===== src/shared/led_strobe_pkg.sv =====
// Purpose: Constants for the strobe-programmed LED driver and charge pump control.
// Assumes: 125 MHz system clock.
// Notes: Times are kept in their own units; cycle counts are derived from them.
package led_strobe_pkg;
    localparam int CLK_KHZ = 125000;
    localparam int LATCH_US = 150;
    localparam int LATCH_CYC = LATCH_US * CLK_KHZ / 1000;
    localparam int REF_US = 100;
    localparam int REF_CYC = REF_US * CLK_KHZ / 1000;
    localparam int SWITCH_US = 400;
    localparam int SWITCH_CYC = SWITCH_US * CLK_KHZ / 1000;
    localparam int RAMP_US = 150;
    localparam int RAMP_CYC = RAMP_US * CLK_KHZ / 1000;
    localparam int PUMP_KHZ = 800;
    localparam int HALF_CYC = CLK_KHZ / (2 * PUMP_KHZ);
    localparam int NONOV_CYC = 4;
    localparam int MAIN_W = 6;
    localparam int CAM_W = 3;
    localparam int RAMP_W = 8;
    localparam logic [MAIN_W-1:0] MAIN_FS = 6'h3f;
    localparam logic [MAIN_W-1:0] MAIN_LSB = 6'h01;
    localparam logic [CAM_W-1:0] CAM_FS = 3'h7;
    localparam logic [CAM_W-1:0] CAM_LSB = 3'h1;
    localparam int TMR_W = 16;
    typedef enum logic [2:0] {
        PUMP_X1 = 3'b001,
        PUMP_X15 = 3'b010,
        PUMP_X2 = 3'b100
    } pump_mode_t;
endpackage


===== src/led_strobe_dac_pump_ctrl.sv =====
// Purpose: Strobe decoding, current DAC codes, shutdown and charge pump mode control.
// Assumes: Strobe, dropout and sense inputs are synchronous to clk.
// Notes: Analog regulation is outside; this block drives codes, enables and switch phases.
//
// What this block does
// - Main strobe rising edge decrements 6-bit counter.
// - Camera strobe rising edge decrements 3-bit counter.
// - Counters saturate at one LSB.
// - Value applied 150 us after strobe held high.
// - Strobe held low zeroes channel current.
// - Resume within 150 us continues; else counter resets.
// - Both low past 150 us enters shutdown.
// - Camera falling edge or shutdown forces 1x.
// - Start 1x; dropout advances to 1.5x.
// - Further dropout in 1.5x advances to 2x.
// - Two-phase nonoverlapping pump clock at 800 kHz.
// - Same two-phase pattern in 1.5x and 2x modes; no switching in 1x.
// - Ramp pump current over 150 us on upshift.
// - Enable after shutdown takes 100 us longer.
// - Main sink tied to pump output is disabled.
// - Low programming resistor forces overcurrent shutdown.
// - Wait 0.4 ms from dropout to mode change.
// - First edge gives full scale, then steps down.
`timescale 1ns/1ps
module led_strobe_dac_pump_ctrl
(
    input wire logic clk,
    input wire logic sys_rst,
    input wire logic mainStrobeIn,
    input wire logic camStrobeIn,
    input wire logic [3:0] mainSinkDropout,
    input wire logic camSinkDropout,
    input wire logic [3:0] mainSinkTiedToPump,
    input wire logic mainSetResistorLow,
    input wire logic camSetResistorLow,
    output logic [led_strobe_pkg::MAIN_W-1:0] mainDacCode,
    output logic [led_strobe_pkg::CAM_W-1:0] camDacCode,
    output logic [3:0] mainLedSinksEn,
    output logic camLedSinkEn,
    output logic pumpEn,
    output logic refEn,
    output logic shutdown,
    output logic overcurrent,
    output led_strobe_pkg::pump_mode_t pumpMode,
    output logic pumpPhase1,
    output logic pumpPhase2,
    output logic [led_strobe_pkg::RAMP_W-1:0] pumpStrength
);
    import led_strobe_pkg::*;

    // ----------------------------------------------------------------
    // Strobe edges and interval timers
    // ----------------------------------------------------------------
    logic mainPrev_ff, camPrev_ff, nxt_mainPrev, nxt_camPrev;
    logic [TMR_W-1:0] mainTmr_ff, camTmr_ff, nxt_mainTmr, nxt_camTmr;
    logic [MAIN_W-1:0] mainCnt_ff, nxt_mainCnt;
    logic [CAM_W-1:0] camCnt_ff, nxt_camCnt;
    logic [MAIN_W-1:0] nxt_mainDac;
    logic [CAM_W-1:0] nxt_camDac;
    logic shutdown_ff, nxt_shutdown;
    logic [TMR_W-1:0] refTmr_ff, nxt_refTmr;
    logic mainRise, camRise, camFall, mainSettled, camSettled;

    always_comb
    begin
        // Edge detectors reset low, the idle strobe level, so reset leaves no false edge.
        mainRise = mainStrobeIn & ~mainPrev_ff;
        camRise = camStrobeIn & ~camPrev_ff;
        camFall = ~camStrobeIn & camPrev_ff;
        nxt_mainPrev = mainStrobeIn;
        nxt_camPrev = camStrobeIn;
        // Timers restart on any edge and saturate at the interval.
        nxt_mainTmr = mainTmr_ff;
        if (mainStrobeIn != mainPrev_ff)
            nxt_mainTmr = '0;
        else if (mainTmr_ff < TMR_W'(LATCH_CYC))
            nxt_mainTmr = mainTmr_ff + 1'b1;
        nxt_camTmr = camTmr_ff;
        if (camStrobeIn != camPrev_ff)
            nxt_camTmr = '0;
        else if (camTmr_ff < TMR_W'(LATCH_CYC))
            nxt_camTmr = camTmr_ff + 1'b1;
        mainSettled = mainTmr_ff == TMR_W'(LATCH_CYC);
        camSettled = camTmr_ff == TMR_W'(LATCH_CYC);

        // A rise on a cleared counter loads full scale; the count wraps only from zero.
        nxt_mainCnt = mainCnt_ff;
        if (mainRise)
        begin
            if (mainCnt_ff == '0)
                nxt_mainCnt = MAIN_FS;
            else if (mainCnt_ff != MAIN_LSB)
                nxt_mainCnt = mainCnt_ff - 1'b1;
        end
        else if (!mainStrobeIn && mainSettled)
            nxt_mainCnt = '0;
        nxt_camCnt = camCnt_ff;
        if (camRise)
        begin
            if (camCnt_ff == '0)
                nxt_camCnt = CAM_FS;
            else if (camCnt_ff != CAM_LSB)
                nxt_camCnt = camCnt_ff - 1'b1;
        end
        else if (!camStrobeIn && camSettled)
            nxt_camCnt = '0;

        // Held-low strobe drops the current at once; held-high latches after the interval.
        // The latch also waits for the reference, so a first enable sits out its start-up.
        nxt_mainDac = mainDacCode;
        if (!mainStrobeIn)
            nxt_mainDac = '0;
        else if (mainSettled && refTmr_ff == '0)
            nxt_mainDac = mainCnt_ff;
        nxt_camDac = camDacCode;
        if (!camStrobeIn)
            nxt_camDac = '0;
        else if (camSettled && refTmr_ff == '0)
            nxt_camDac = camCnt_ff;
    end

    always_ff @(posedge clk or posedge sys_rst)
    begin
        if (sys_rst)
        begin
            mainPrev_ff <= 1'b0;
            camPrev_ff <= 1'b0;
            mainTmr_ff <= '0;
            camTmr_ff <= '0;
            mainCnt_ff <= '0;
            camCnt_ff <= '0;
            mainDacCode <= '0;
            camDacCode <= '0;
        end
        else
        begin
            mainPrev_ff <= nxt_mainPrev;
            camPrev_ff <= nxt_camPrev;
            mainTmr_ff <= nxt_mainTmr;
            camTmr_ff <= nxt_camTmr;
            mainCnt_ff <= nxt_mainCnt;
            camCnt_ff <= nxt_camCnt;
            mainDacCode <= nxt_mainDac;
            camDacCode <= nxt_camDac;
        end
    end

    // ----------------------------------------------------------------
    // Shutdown and reference start-up
    // ----------------------------------------------------------------
    logic settledHigh;

    always_comb
    begin
        settledHigh = (mainStrobeIn && mainSettled) || (camStrobeIn && camSettled);
        // A low set resistor wins over any strobe, so a fault cannot be strobed away.
        nxt_shutdown = shutdown_ff;
        if (mainSetResistorLow || camSetResistorLow)
            nxt_shutdown = 1'b1;
        else if (!mainStrobeIn && !camStrobeIn && mainSettled && camSettled)
            nxt_shutdown = 1'b1;
        else if (mainStrobeIn || camStrobeIn)
            nxt_shutdown = 1'b0;

        // The reference wait only counts once a channel has settled high, so the first
        // enable after shutdown lands that much later than a normal one.
        nxt_refTmr = refTmr_ff;
        if (shutdown_ff && !nxt_shutdown)
            nxt_refTmr = TMR_W'(REF_CYC);
        else if (refTmr_ff != '0 && settledHigh)
            nxt_refTmr = refTmr_ff - 1'b1;
    end

    always_ff @(posedge clk or posedge sys_rst)
    begin
        if (sys_rst)
        begin
            shutdown_ff <= 1'b1;
            refTmr_ff <= '0;
        end
        else
        begin
            shutdown_ff <= nxt_shutdown;
            refTmr_ff <= nxt_refTmr;
        end
    end

    // ----------------------------------------------------------------
    // Charge pump mode machine and soft-start ramp
    // ----------------------------------------------------------------
    pump_mode_t mode_ff, nxt_mode;
    logic [TMR_W-1:0] dropTmr_ff, nxt_dropTmr;
    logic [TMR_W-1:0] rampTmr_ff, nxt_rampTmr;
    logic [RAMP_W-1:0] nxt_strength;
    logic dropout;

    always_comb
    begin
        // Only sinks that carry current can report dropout.
        dropout = (|(mainSinkDropout & mainLedSinksEn)) | (camSinkDropout & camLedSinkEn);
        nxt_mode = mode_ff;
        // Dropout must persist unbroken for the whole wait; one clean cycle restarts it.
        nxt_dropTmr = '0;
        nxt_rampTmr = rampTmr_ff;
        // A camera falling edge drops to 1x even mid-wait and restarts the dropout count.
        if (shutdown_ff || camFall)
            nxt_mode = PUMP_X1;
        else if (dropout && mode_ff != PUMP_X2)
        begin
            nxt_dropTmr = dropTmr_ff + 1'b1;
            if (dropTmr_ff == TMR_W'(SWITCH_CYC - 1))
            begin
                nxt_dropTmr = '0;
                nxt_rampTmr = '0;
                case (mode_ff)
                    PUMP_X1: nxt_mode = PUMP_X15;
                    PUMP_X15: nxt_mode = PUMP_X2;
                    default: nxt_mode = mode_ff;
                endcase
            end
        end
        if (nxt_mode == mode_ff && rampTmr_ff < TMR_W'(RAMP_CYC))
            nxt_rampTmr = rampTmr_ff + 1'b1;
        // Strength ramps linearly from zero to full over the ramp interval.
        // Strength follows the next mode, so a step never shows full strength for a cycle.
        nxt_strength = RAMP_W'((32'(nxt_rampTmr) * 255) / RAMP_CYC);
        if (nxt_mode == PUMP_X1)
            nxt_strength = '1;
    end

    always_ff @(posedge clk or posedge sys_rst)
    begin
        if (sys_rst)
        begin
            mode_ff <= PUMP_X1;
            dropTmr_ff <= '0;
            rampTmr_ff <= '0;
            pumpStrength <= '0;
        end
        else
        begin
            mode_ff <= nxt_mode;
            dropTmr_ff <= nxt_dropTmr;
            rampTmr_ff <= nxt_rampTmr;
            pumpStrength <= nxt_strength;
        end
    end

    // ----------------------------------------------------------------
    // Two-phase nonoverlapping pump clock
    // ----------------------------------------------------------------
    logic [7:0] divCnt_ff, nxt_divCnt;
    logic half_ff, nxt_half;
    logic nxt_ph1, nxt_ph2, active;

    always_comb
    begin
        // Free-running divider keeps the frequency constant in every mode.
        nxt_divCnt = divCnt_ff + 1'b1;
        nxt_half = half_ff;
        if (divCnt_ff == 8'(HALF_CYC - 1))
        begin
            nxt_divCnt = '0;
            nxt_half = ~half_ff;
        end
        // The divider never stops, so the first phase after a mode step may come out short.
        active = !shutdown_ff && mode_ff != PUMP_X1;
        // Both phases drop for a short gap after each toggle, so switches never overlap.
        nxt_ph1 = active && !half_ff && divCnt_ff >= 8'(NONOV_CYC);
        nxt_ph2 = active && half_ff && divCnt_ff >= 8'(NONOV_CYC);
    end

    always_ff @(posedge clk or posedge sys_rst)
    begin
        if (sys_rst)
        begin
            divCnt_ff <= '0;
            half_ff <= 1'b0;
            pumpPhase1 <= 1'b0;
            pumpPhase2 <= 1'b0;
        end
        else
        begin
            divCnt_ff <= nxt_divCnt;
            half_ff <= nxt_half;
            pumpPhase1 <= nxt_ph1;
            pumpPhase2 <= nxt_ph2;
        end
    end

    // ----------------------------------------------------------------
    // Outputs
    // ----------------------------------------------------------------
    always_comb
    begin
        pumpMode = mode_ff;
        shutdown = shutdown_ff;
        // Overcurrent is shown straight from the sense inputs, a cycle ahead of shutdown.
        overcurrent = mainSetResistorLow | camSetResistorLow;
        pumpEn = !shutdown_ff;
        refEn = !shutdown_ff;
        mainLedSinksEn = {4{!shutdown_ff && mainDacCode != '0}} & ~mainSinkTiedToPump;
        camLedSinkEn = !shutdown_ff && camDacCode != '0;
    end
endmodule


===== config.mk =====
export PLATFORM = sky130hd
export DESIGN_NAME = led_strobe_dac_pump_ctrl
export DESIGN_NICKNAME = d
export VERILOG_FILES = /design/src/shared/led_strobe_pkg.sv /design/src/led_strobe_dac_pump_ctrl.sv
export SDC_FILE = /design/constraint.sdc
export NUM_CORES = 1
export LEC_CHECK = 0
export BUFFER_PORTS_ARGS = -buffer_cell sky130_fd_sc_hd__buf_2
export CAP_MARGIN = 10
export CORE_MARGIN = 3
export CORE_UTILIZATION = 45
export CTS_BUF_LIST = sky130_fd_sc_hd__clkbuf_4 sky130_fd_sc_hd__clkbuf_8
export DETAILED_ROUTE_END_ITERATION = 7
export PLACE_DENSITY_LB_ADDON = 0.1
export SLEW_MARGIN = 20
export SYNTH_ARGS = -nofsm -noshare
export SYNTH_HDL_FRONTEND = slang
export SYNTH_SLANG_ARGS = --single-unit

===== constraint.sdc =====
create_clock -name clk -period 18.4 [get_ports clk]
set_input_delay 1.84 -clock clk [delete_from_list [all_inputs] [get_ports clk]]
set_output_delay 1.84 -clock clk [all_outputs]
set_load 0.02 [all_outputs]

==> results list, run 1 <==
- Routed wire per std cell: 15.9 um
* Height of the die: 183 um
- The number of global-route vias before repair is 11862.
- Leaving out fill and tap cells, the most frequent cells in the layout are nor2_1 (171), nand2_1 (155), inv_1 (147), dfrtp_1 (121), a21oi_1 (91).
- The run finished with clean final reports.
- Hold repair after CTS inserted 0 buffers.
* CTS tree: built
- Mean Syn Cell Area: 8.23 um2
- Summing the sequential cell areas from Yosys gives 21.8% of the chip area.
* Wire length of the first global-routing pass: 58500 um
- In the final design database the tool counted 1933 nets.
- STA classifies the critical path endpoint as a flop.
- Die area: 0.0336 mm2
- The min-delay analysis places its worst path in the category reg -> reg.
- Counting flops with an async set or reset pin after synthesis yields a share of 100%.
- Kind of cell with the highest combined delay on the critical path: compound AO/OA/AOI/OAI gates
- Number of port buffers: 45
- Between clock sinks in the finished design, the worst skew comes to 0.0207 ns.
- Among all stages on the critical path, the largest delay is contributed by fa_1.
- The worst pin sits at a relative slew slack of 41.2%.
- Critical Path RT: 18.67 ns
- Number of iterations in the first detailed-routing pass: 5
* Achievable clock frequency: 57.8 MHz
- Final ANT Viol Nets: 0
- Arrival time of the worst setup path: 17.58 ns
- MaxCap Viol Count: 0
- The die is 183 um wide.
- Period utilisation layout: 94.1%
- Slowest cell delay on critical path: 0.64 ns
* Predominant post-synthesis flop cell: dfrtp_1
* Library cell occupying the most area in the post-synthesis netlist: dfrtp_1
- The core region is 0.0307 mm2.
- The number of nets in the synthesized netlist is 1865.
* Minimum period implied by the final worst setup slack: 17.31 ns
- Share of post-route cells with drive strength above 1: 12.2%
* Dominant cells by area after synthesis: dfrtp_1 (21%), fa_1 (9.1%), ha_1 (6.0%)
* Detailed Route Iter0 Violations: 746
- Instance count of the mapped netlist: 1718
- Clock Tree Buf Depth: 2
- Category of the critical setup timing path: in -> reg
- Of the post-synthesis cell area, the dominant cell type holds 21.4%.
- Yosys reg bits: 123
- CTS sink count: 123
- Entering global routing, the biggest net connects 70 pins.
- Yosys mapped a number of flops with a built-in enable equal to 0.
* Hold Vio Cnt, Final: 0
* Startpoint class of the critical path: input port
- For this run, the share of the core covered by cells in the final layout is 50.8%.
* Finished Cell Area: 0.0156 mm2
- Most frequent standard cell in the layout excluding fill and tap cells: nor2_1
- Crit path max fanout: 11
- Row generation in the floorplan step produced 64 rows.
* Area added between synthesis and finish: 10.4%
- Worst-path clk slew: 0.08 ns
- Root buf cell: clkbuf_8
- H-tree levels: 4
- Count of unique library cells instantiated by Yosys: 118
* Global-route usage over all layers: 20.5%
- For the worst-skew pair, the clock arrives at the later sink with an insertion delay of 0.43 ns.
- Vias after detailed routing: 12670
- Starting utilization of the core area: 46.0%
- In this run the cell area measured after placement is 0.0150 mm2.
- During I/O placement, the number of pins put on the boundary was 46.
- Ratio of routed vias to standard cells: 5.77
* Netlist Area Pre-Place: 0.0141 mm2
- Fill cells in the final layout number 3027.
- During synthesis, Yosys emitted a total of 0 warnings.
- Least-Margin Pin Slew: 0.882 ns
- For this run, design rule violations remaining after detail routing come to 0.
* Num CTS Buffers: 17
- GRT overflow: 0
- The number of pins with negative max-slew slack in the final report is 0.
* Global placement routability congestion: 0.880
- The number of buffers and inverters on the critical path is 8.
- Setup violations remaining at the end of the flow were counted as 0.
* HPWL after DPL: 27600 um
* Final routed wirelength across all metal layers: 34800 um
- Number of antenna violations at the first check in global routing: 0
- The repair_antennas step left the layout with diodes totalling 0.
-- registers in the layout (all words and copies together), names as in the netlist, 6 cells and up --
| name | flops |
|---|---|
| mainDacCode | 6 |
| rampTmr_ff | 16 |
| pumpStrength | 8 |
| mainTmr_ff | 16 |
| camTmr_ff | 16 |
| dropTmr_ff | 16 |
| mainCnt_ff | 6 |
| refTmr_ff | 16 |
| divCnt_ff | 8 |
-- final cells by class --
| type | instances | area [um2] | share of cell area (%) |
|---|---|---|---|
| timing repair buffer | 83 | 510 | 3.27 |
| clock buffer | 19 | 262 | 1.67 |
| sequential | 123 | 3080 | 19.7 |
| inverter | 148 | 558 | 3.57 |
| multi-input combinational | 1413 | 10500 | 67.5 |
| tap | 396 | 495 | 3.17 |
| clock inverter | 13 | 178 | 1.14 |
-- final timing paths --
kind / slack (ns) / startpoint / cells after the start / to
setup reg to reg: 1.21 / mainDacCode[0]$_DFFE_PP0P_ / 62 / pumpStrength[0]$_DFF_PP0_
hold / removal: 0.46 / dropTmr_ff[0]$_DFF_PP0_ / 1 / dropTmr_ff[0]$_DFF_PP0_
setup / recovery: 1.09 / mainSinkTiedToPump[1] / 61 / pumpStrength[0]$_DFF_PP0_
hold reg to reg: 0.46 / dropTmr_ff[0]$_DFF_PP0_ / 1 / dropTmr_ff[0]$_DFF_PP0_
max in group asynchronous: 15.51 / sys_rst / 3 / refTmr_ff[14]$_DFFE_PP0P_
min in group asynchronous: 1.58 / sys_rst / 2 / pumpStrength[3]$_DFF_PP0_
-- cell usage after synthesis, types with 6 or more instances --
cell and number:
mux2_2 9, a21o_1 21, ha_1 68, clkbuf_1 16, and3_1 16, nor2_1 173, or4_1 6, a221oi_1 7
nor4_1 19, buf_2 15, o22ai_1 11, dfrtp_1 121, a31oi_1 21, inv_1 148, nor3_1 45, nand4_1 27
or3_1 28, o31ai_1 18, xnor2_1 78, xor2_1 58, nand3_1 51, a211o_1 10, and2_1 26, o211ai_1 25
nand2b_1 20, nor2b_1 17, or2_1 6, o21a_1 14, or2_2 7, and4_1 12, mux2i_1 24, nand2_1 156
a21oi_1 93, o21ai_1 16, a211oi_1 26, o21ai_0 81, a311oi_1 6, a22oi_1 7, fa_1 64
-- cell families (layout without fill, tap and decap cells) --
group                      after synthesis  count (layout)  synth area share [%]
AOI/OAI and AO/OA                      462             462                  23.8
and+or+nand+nor                        641             641                  22.8
muxes                                   35              35                  2.61
adders and majority gates              137             137                  15.4
buffers and inverters                  182             263                  5.02
xor gates and xnor gates               138             138                  8.65
DFF                                    123             123                  21.8
-- routing by layer --
metal | part of all wire [%] | global-route usage, %
met1 | 52 | 30.7
met4 | 0.80 | 3.66
met3 | 2.8 | 2.06
met5 | 0 | 0
met2 | 45 | 32.5
-- per-stage QoR --
stage                     cells  setup TNS (ns)  hold WS (ns)  setup WS, ns
after detailed placement   2159               0         0.456         0.136
final                      2195               0         0.460          1.09
after global routing       2195         -0.0636         0.493       -0.0636
after global placement     2159               0         0.450         0.737
after floorplan            1718               0         0.425          1.81
after CTS                  2191               0         0.471         0.392
-- repair_timing --
item / in CTS / in global routing
hold endpoints to repair: 0 / 0
buffers inserted: 0 / 4
setup endpoints to repair: 0 / 2
gates resized for setup: 0 / 38
Power of run 1 is left out: the tool's default activity adds up to more than one toggle a clock period on the data nets, which glitch-free logic cannot reach.
==> run 2, diff against run 1 <==
- CORE_MARGIN: 3 -> 2
==> run 2 against run 1 <==
Compared with the run above:
- die area fell by 2.2%
- cell area is essentially flat
- maximum frequency is 0.28% lower
- wire length down 0.77%
- count of clock-buffer cells in the layout shrank 2
- worst setup slack worse by 0.049 ns
- global-route usage grew 1.3 points
- non-clock buffer count fell by 3
- flip-flop and latch count unchanged
- largest cell class unchanged
==> results list, run 2 (synthesis results as in run 1) <==
- Die area: 0.0329 mm2 (-2.2%)
- The number of pins with negative max-slew slack in the final report was 0 (unchanged).
* Leading cell types in the layout, fill and taps excluded: nor2_1 (172), nand2_1 (155), inv_1 (147), dfrtp_1 (121), a21oi_1 (91)
* Share of post-route cells with drive strength above 1: 12.4% (+0.18 points)
- Critical Path RT: 18.70 ns (+0.03 ns)
- The die span in y is 181 um (-1.1%).
- The clock insertion delay at the later pin of the skew report was 0.45 ns (+0.02 ns).
* Vias after detailed routing: 12709 (+0.31%)
- Ratio of routed vias to standard cells: 5.80 (+0.40%)
- The length of the first detailed-routing pass in iterations is 5 (unchanged).
* DIE WIDTH: 181 um (-1.1%)
* HPWL after DPL: 27000 um (-2.1%)
* Area added between synthesis and finish: 10.4% (about the same)
- The largest fanout on the critical path is 12 (+1).
- The final-layout setup total negative slack came to 0 ns (unchanged).
- Placeable core region: 0.0307 mm2 (unchanged)
- Global placement routability congestion: 0.871 (-1.0%)
- The final period utilization was 94.3% (+0.26 points).
- The number of nets in the final layout was 1931 (-0.10%).
- The max-cap violation count is 0 (unchanged).
- After detailed routing, no signal wire sits above met4.
- Hold crit path type: reg -> reg
- The total length of routed met3 wires was 1220 um (+25%).
- The remaining number of nets flagged by the antenna check after routing is 0 (unchanged).
- The achievable clock frequency is 57.6 MHz (-0.28%).
- FF-to-FF path depth: 59 (-4.8%)
- The floorplan row count came to 64 (unchanged).
* Final routed wirelength across all metal layers: 34600 um (-0.77%)
* Number of port buffers: 45 (unchanged)
- Clock Skews: 0.0192 ns (-0.00150 ns)
* Root buf cell: clkbuf_8
- The average wire per cell in the routed design came to 15.8 um (-0.68%).
- The worst-case clock buffer depth was 2 (unchanged).
* CTS tree: built
- The number of stages on the worst hold path was 1 (unchanged).
- Hold Vio Cnt, Final: 0 (unchanged)
- Routed metal-1 wire length: 17300 um (-3.9%)
- The starting density of the core came to 46.0% (unchanged).
- Count of final setup violators: 0 (unchanged)
- Number of remaining DRC errors: 0 (unchanged)
- Worst-path clk slew: 0.09 ns (about the same)
- The slowest stage of the critical path belongs to the cell o21ai_0.
- The transition time at the pin with the least slew margin was 0.928 ns (+0.0458 ns).
- The number of antenna violations at the first check in global routing came to 0 (unchanged).
- Antenna Diode Count: 0 (unchanged)
* Total length of routed met2 wires: 15800 um (+1.3%)
- Worst slew margin relative to its limit: 38.1% (-3.1 points)
* Vias in the first global route: 12310 (+3.8%)
- Global-route usage over all layers: 21.8% (+1.3 points)
* Arrival time of the worst setup path: 17.66 ns (+0.08 ns)
* Run status: completed
- GRT overflow: 0 (unchanged)
- By startpoint and endpoint, the worst setup path is classified as in -> reg.
- The number of filler cells placed in the layout is 2997 (-0.99%).
* Num CTS Buffers: 17 (unchanged)
- The CTS sink count was 123 (unchanged).
- Wire length of the first global-routing pass: 60600 um (+3.7%)
* Slowest cell delay on critical path: 0.62 ns (-0.02 ns)
- CP Capture Type: flop
* Pin count of the biggest net entering global routing: 74 (+5.7%)
* Startpoint class of the critical path: input port
- I/O pin total: 46 (unchanged)
- H-tree levels: 4 (unchanged)
- Leaving out fill and tap cells, the most frequent cell in the layout is nor2_1.
- The initial DRC count was 805 (+7.9%).
* Cell occurring most often along the worst timing path: fa_1
- The clock period minus final worst setup slack is 17.36 ns (+0.0486 ns).
==> run 2: changes by cell type in the layout (fill, tap and decap cells not counted), moves of 2 or more <==
cell      before  now
buf_4         38   35
o31ai_2        2    4
nor4_1        19   17
nor4_2         1    3
mux2i_1       23   21
clkbuf_8      19   17
mux2i_2        2    4
==> run 2: per-stage QoR <==
step                      cells  setup WS (ns)  area (um2)  hold slack [ns]  utilization (%)
final                      2193           1.04       15600            0.456             50.8
after global routing       2193        -0.0665       15600            0.464             50.8
after CTS                  2185          0.322       15300            0.458             49.9
after detailed placement   2153        -0.0909       14900            0.446             48.5
after global placement     2153          0.338       14900            0.445             48.5
after floorplan            1718           1.81       14100            0.425                -
==> run 2: critical path, delay by kind of cell <==
| kind | cells | cell delay, ns |
|---|---|---|
| AO/OA/AOI/OAI | 28 | 7.09 |
| AND/OR/NAND/NOR | 14 | 3.69 |
| adder cells (fa/ha/maj) | 5 | 2.56 |
| XOR/XNOR | 4 | 1.18 |
| buffers and inverters | 6 | 0.89 |
| multiplexers | 1 | 0.39 |
==> run 2: final timing paths <==
kind                                       startpoint                   endpoint  slack, ns
setup / recovery                mainSinkTiedToPump[1]  pumpStrength[0]$_DFF_PP0_       1.04
hold / removal                dropTmr_ff[0]$_DFF_PP0_    dropTmr_ff[0]$_DFF_PP0_       0.46
setup reg to reg           mainDacCode[0]$_DFFE_PP0P_  pumpStrength[0]$_DFF_PP0_       1.14
hold reg to reg               dropTmr_ff[0]$_DFF_PP0_    dropTmr_ff[0]$_DFF_PP0_       0.46
max in group asynchronous                     sys_rst   rampTmr_ff[13]$_DFF_PP0_      15.52
min in group asynchronous                     sys_rst  pumpStrength[2]$_DFF_PP0_       1.48
==> run 2: what timing repair did <==
item | in CTS | in global routing
buffers inserted | 0 | 7
resized for setup | 0 | 43
hold buffers | 0 | 0
setup endpoints to repair | 0 | 2
==> run 2: per-layer routing <==
metal / global-route usage [%] / vias up
li1: - / 6333
met1: 31.5 / 6106
met4: 3.38 / 0
met5: 0 / -
met2: 35.6 / 252
met3: 2.64 / 18
==> run 2: layout make-up <==
| type | instances | area [um2] | area share (%) |
|---|---|---|---|
| Clock buffer | 17 | 234 | 1.50 |
| Clock inverter | 15 | 188 | 1.20 |
| Inverter | 148 | 558 | 3.57 |
| Multi-Input combinational cell | 1414 | 10600 | 67.7 |
| Sequential cell | 123 | 3080 | 19.7 |
| Tap cell | 396 | 495 | 3.17 |
| Timing Repair Buffer | 80 | 488 | 3.12 |
Power of run 2 is left out for the same reason.
==> run 3, diff against run 2 <==
- ABC_AREA: not set -> 1
- BUFFER_PORTS_ARGS: -buffer_cell sky130_fd_sc_hd__buf_2 -> not set
- DONT_BUFFER_PORTS: not set -> 1
- clock period: 18.4 -> 18.69 ns (I/O delays scaled with it)
==> run 3 against run 2 <==
Compared with the run above:
- non-clock buffer count decreased by 78
- die area up 11%
- utilization is 2.9 points lower
- via count is 17% higher
- hold slack improved by 0.011 ns
- cell count is 34% higher
- global-route usage increased by 0.13 points
- first-iteration DRC count increased by 9.7%
- wire length rose by 11%
- clock skew rose by 0.0016 ns
- sequential share of layout area fell by 1.1 points
==> results list, run 3 <==
- The worst path in the final design needs a cycle of 16.96 ns, including I/O delays and setup.
- Starting utilization of the core area: 45.7% (-0.32 points)
* Number of port buffers: 0 (-100%)
- The remaining global-route overflow was 0 (unchanged).
- Clock Tree Buf Depth: 2 (unchanged)
* Sum of negative setup slack: 0 ns (unchanged)
- Number of nets at the end of the flow: 2625 (+36%)
- Synthesis warning total: 0 (unchanged)
- The number of global-route vias before repair is 14089 (+14%).
- The post-CTS resize count came to 0 (unchanged).
- For hold timing, the worst endpoint is dropTmr_ff[0]$_DFF_PP0_.
- The mean post-synth cell area is 6.37 um2 (-23%).
- The number of top-level design ports came to 46 (unchanged).
- The number of pins with negative max-slew slack in the final report was 0 (unchanged).
- Among all cell types in the netlist, the one instantiated most often is nand2_1.
- Netlist Area Pre-Place: 0.0158 mm2 (+12%)
- The wire length reported by the detailed router is 38400 um (+11%).
- The floorplan row count is 68 (+6.3%).
- Vias after detailed routing: 14873 (+17%)
- CTS sink count: 123 (unchanged)
* Critical hold path startpoint: dropTmr_ff[0]$_DFF_PP0_
* Run status: completed
- dfrtp_1 takes more of the synthesized area than any other cell.
- Worst-Skew Late Latency: 0.46 ns (about the same)
- Number of cells traversed by the worst hold path: 1 (unchanged)
- Met2 GRT Util: 37.8% (+2.2 points)
* Setup Buffers After CTS: 0 (unchanged)
* Wire length of the first global-routing pass: 66900 um (+10%)
- Fraction of the yosys area taken by sequential cells: 19.5% (-2.3 points)
- Count of flip-flops with a built-in enable after synthesis: 0 (unchanged)
- The detailed placer's ending HPWL was 31900 um (+18%).
- Cell occurring most often along the worst timing path: nand2_1
* Height of the die: 191 um (+5.5%)
- The clock skew came to 0.0207 ns (+0.00157 ns).
- The final setup violation count is 0 (unchanged).
* Area added between synthesis and finish: 4.93%
* Placeable core region: 0.0345 mm2 (+12%)
- The transition time at the pin with the least slew margin came to 0.944 ns (+0.0158 ns).
- FF-to-FF path depth: 102 (+73%)
- Num CTS Buffers: 17 (unchanged)
- The remaining routing DRC violations was 0 (unchanged).
- The setup slack of the worst register-to-register path was 2.03 ns (+0.89 ns).
* Category of the critical setup timing path: in -> reg
* Hold bufs inserted after CTS: 0 (unchanged)
- The number of antenna violations at the first check in global routing is 0 (unchanged).
* Final ANT Viol Nets: 0 (unchanged)
- Die area: 0.0366 mm2 (+11%)
* Global-route usage over all layers: 21.9% (+0.13 points)
- The async set-reset flop share out of synthesis was 100% (unchanged).
- The average wire per cell in the routed design came to 13.0 um (-17%).
* Hold Vio Cnt, Final: 0 (unchanged)
- Leading cell types in the layout, fill and taps excluded: nand2_1 (681), inv_1 (422), nand3_1 (242), nor2_1 (235), dfrtp_1 (121)
- Layer carrying the most global-route usage: met2
* Filler Cell Count: 3659 (+22%)
- The worst relative slew slack came to 37.1% (-1.1 points).
* Critical R2R Capture: pumpStrength[0]$_DFF_PP0_
- Antenna Diode Count: 0 (unchanged)
- The worst setup path is captured at a flop.
- Global placement routability congestion: 0.901 (+3.4%)
- Most frequent standard cell in the layout excluding fill and tap cells: nand2_1
* GR Util met1: 29.8% (-1.7 points)
- CTS tree: built
* Share of the synthesized area in the top cell type: 19.2% (-2.2 points)
- For this run, the leading register cell type out of synthesis is dfrtp_1.
- Arrival time of the worst setup path: 17.31 ns (-0.35 ns)
* Worst-path clk slew: 0.09 ns (about the same)
* Most used standard cells in the synthesized netlist: nand2_1 (681), inv_1 (423), nand3_1 (242)
- The largest fanout on the critical path was 24 (+12).
- Pin count of the biggest net entering global routing: 75 (+1.4%)
- The required arrival time at the worst endpoint was 19.03 ns (+0.33 ns).
- In this run the worst hold path is classified as reg -> reg.
- The depth of the CTS H-tree is 4 (unchanged).
* Met3 track utilization from global routing: 2.22% (-0.42 points)
- In the finished design, the share of the clock period the worst path needs comes to 90.8%.
- Count of unique library cells instantiated by Yosys: 62 (-47%)
- Yosys reg bits: 123 (unchanged)
- The cell sitting at the root of the clock tree is a clkbuf_8.
* Startpoint class of the critical path: input port
* Achievable clock frequency: 58.9 MHz
* Number of iterations in the first detailed-routing pass: 5 (unchanged)
- Dominant cells by area after synthesis: dfrtp_1 (19%), nand2_1 (16%), inv_1 (10%)
- The number of vias per cell came to 5.05 (-13%).
- Net count after synthesis: 2622 (+41%)
- The initial DRC count came to 883 (+9.7%).
- The max-cap violation count came to 0 (unchanged).
- DIE WIDTH: 191 um (+5.5%)
- Instance count of the mapped netlist: 2475 (+44%)
* Max stage delay cell, worst path: fa_1
- The largest stage delay on the critical path is 0.57 ns (-0.05 ns).
- Beginning of the worst register-to-register path: shutdown$_DFF_PP1_
- Share of post-route cells with drive strength above 1: 11.0% (-1.4 points)
- Setup repair after global routing left no endpoint under its margin.
-- run 3: cell count changes after synthesis, moves of 62 or more --
| cell | delta |
|---|---|
| nand3_1 | +191 |
| xnor2_1 | -74 |
| nand2_2 | +119 |
| nor2_1 | +62 |
| nand2_1 | +525 |
| inv_1 | +275 |
-- run 3: worst max-delay path by stage --
stage / start / endpoint / slack, ns
finish: camStrobeIn / pumpStrength[0]$_DFF_PP0_ / 1.73
global route: camStrobeIn / pumpStrength[0]$_DFF_PP0_ / 0.02
CTS: camStrobeIn / pumpStrength[0]$_DFF_PP0_ / 1.75
detailed placement: camStrobeIn / pumpStrength[0]$_DFF_PP0_ / 1.34
global placement: camStrobeIn / pumpStrength[0]$_DFF_PP0_ / 1.76
floorplan: camStrobeIn / pumpStrength[0]$_DFF_PP0_ / 3.98
-- run 3: kinds of logic (layout without fill, tap and decap cells) --
family	count (synthesis)	count (layout)	synth area share, %
and+or+nand+nor	1468	1468	43.5
buffers and inverters	477	493	12.2
AOI/OAI and AO/OA	229	229	8.69
adders and majority gates	132	132	13.5
DFF	123	123	19.5
xor gates and xnor gates	45	45	2.50
muxes	1	1	0.0634
-- run 3: area by class of cell --
type | instances | area, um2 | share of cell area [%]
timing repair buffer | 2 | 15.0 | 0.0907
sequential | 123 | 3080 | 18.6
clock inverter | 13 | 136 | 0.824
tap | 455 | 569 | 3.44
clock buffer | 19 | 255 | 1.54
multi-input combinational | 1875 | 10800 | 65.0
inverter | 459 | 1730 | 10.5
-- run 3: routing by layer --
metal	wire (um)	part of all wire, %	vias to the layer above
li1	-	-	7792
met1	18300	48	6816
met2	18400	48	231
met3	1220	3.2	34
met4	499	1.3	0
met5	0	0	-
-- run 3: critical path, delay by kind of cell --
family                   cells  cell delay [ns]
buffers and inverters       13             1.47
AND/OR/NAND/NOR             70             9.17
XOR/XNOR                     1             0.16
AO/OA/AOI/OAI                6             1.74
adder cells (fa/ha/maj)      6             2.84
-- run 3: per-stage QoR --
stage          setup slack, ns  area [um2]  instances  hold slack [ns]  util (%)
2_1_floorplan             3.98       15800       2475            0.425         -
3_3_place_gp              1.76       16200       2914            0.450      46.8
3_5_place_dp              1.34       16200       2914            0.462      46.8
4_1_cts                   1.75       16600       2946            0.476      47.9
5_1_grt                 0.0213       16600       2946            0.501      47.9
6_report                  1.73       16600       2946            0.468      47.9
Power of run 3 is left out for the same reason.
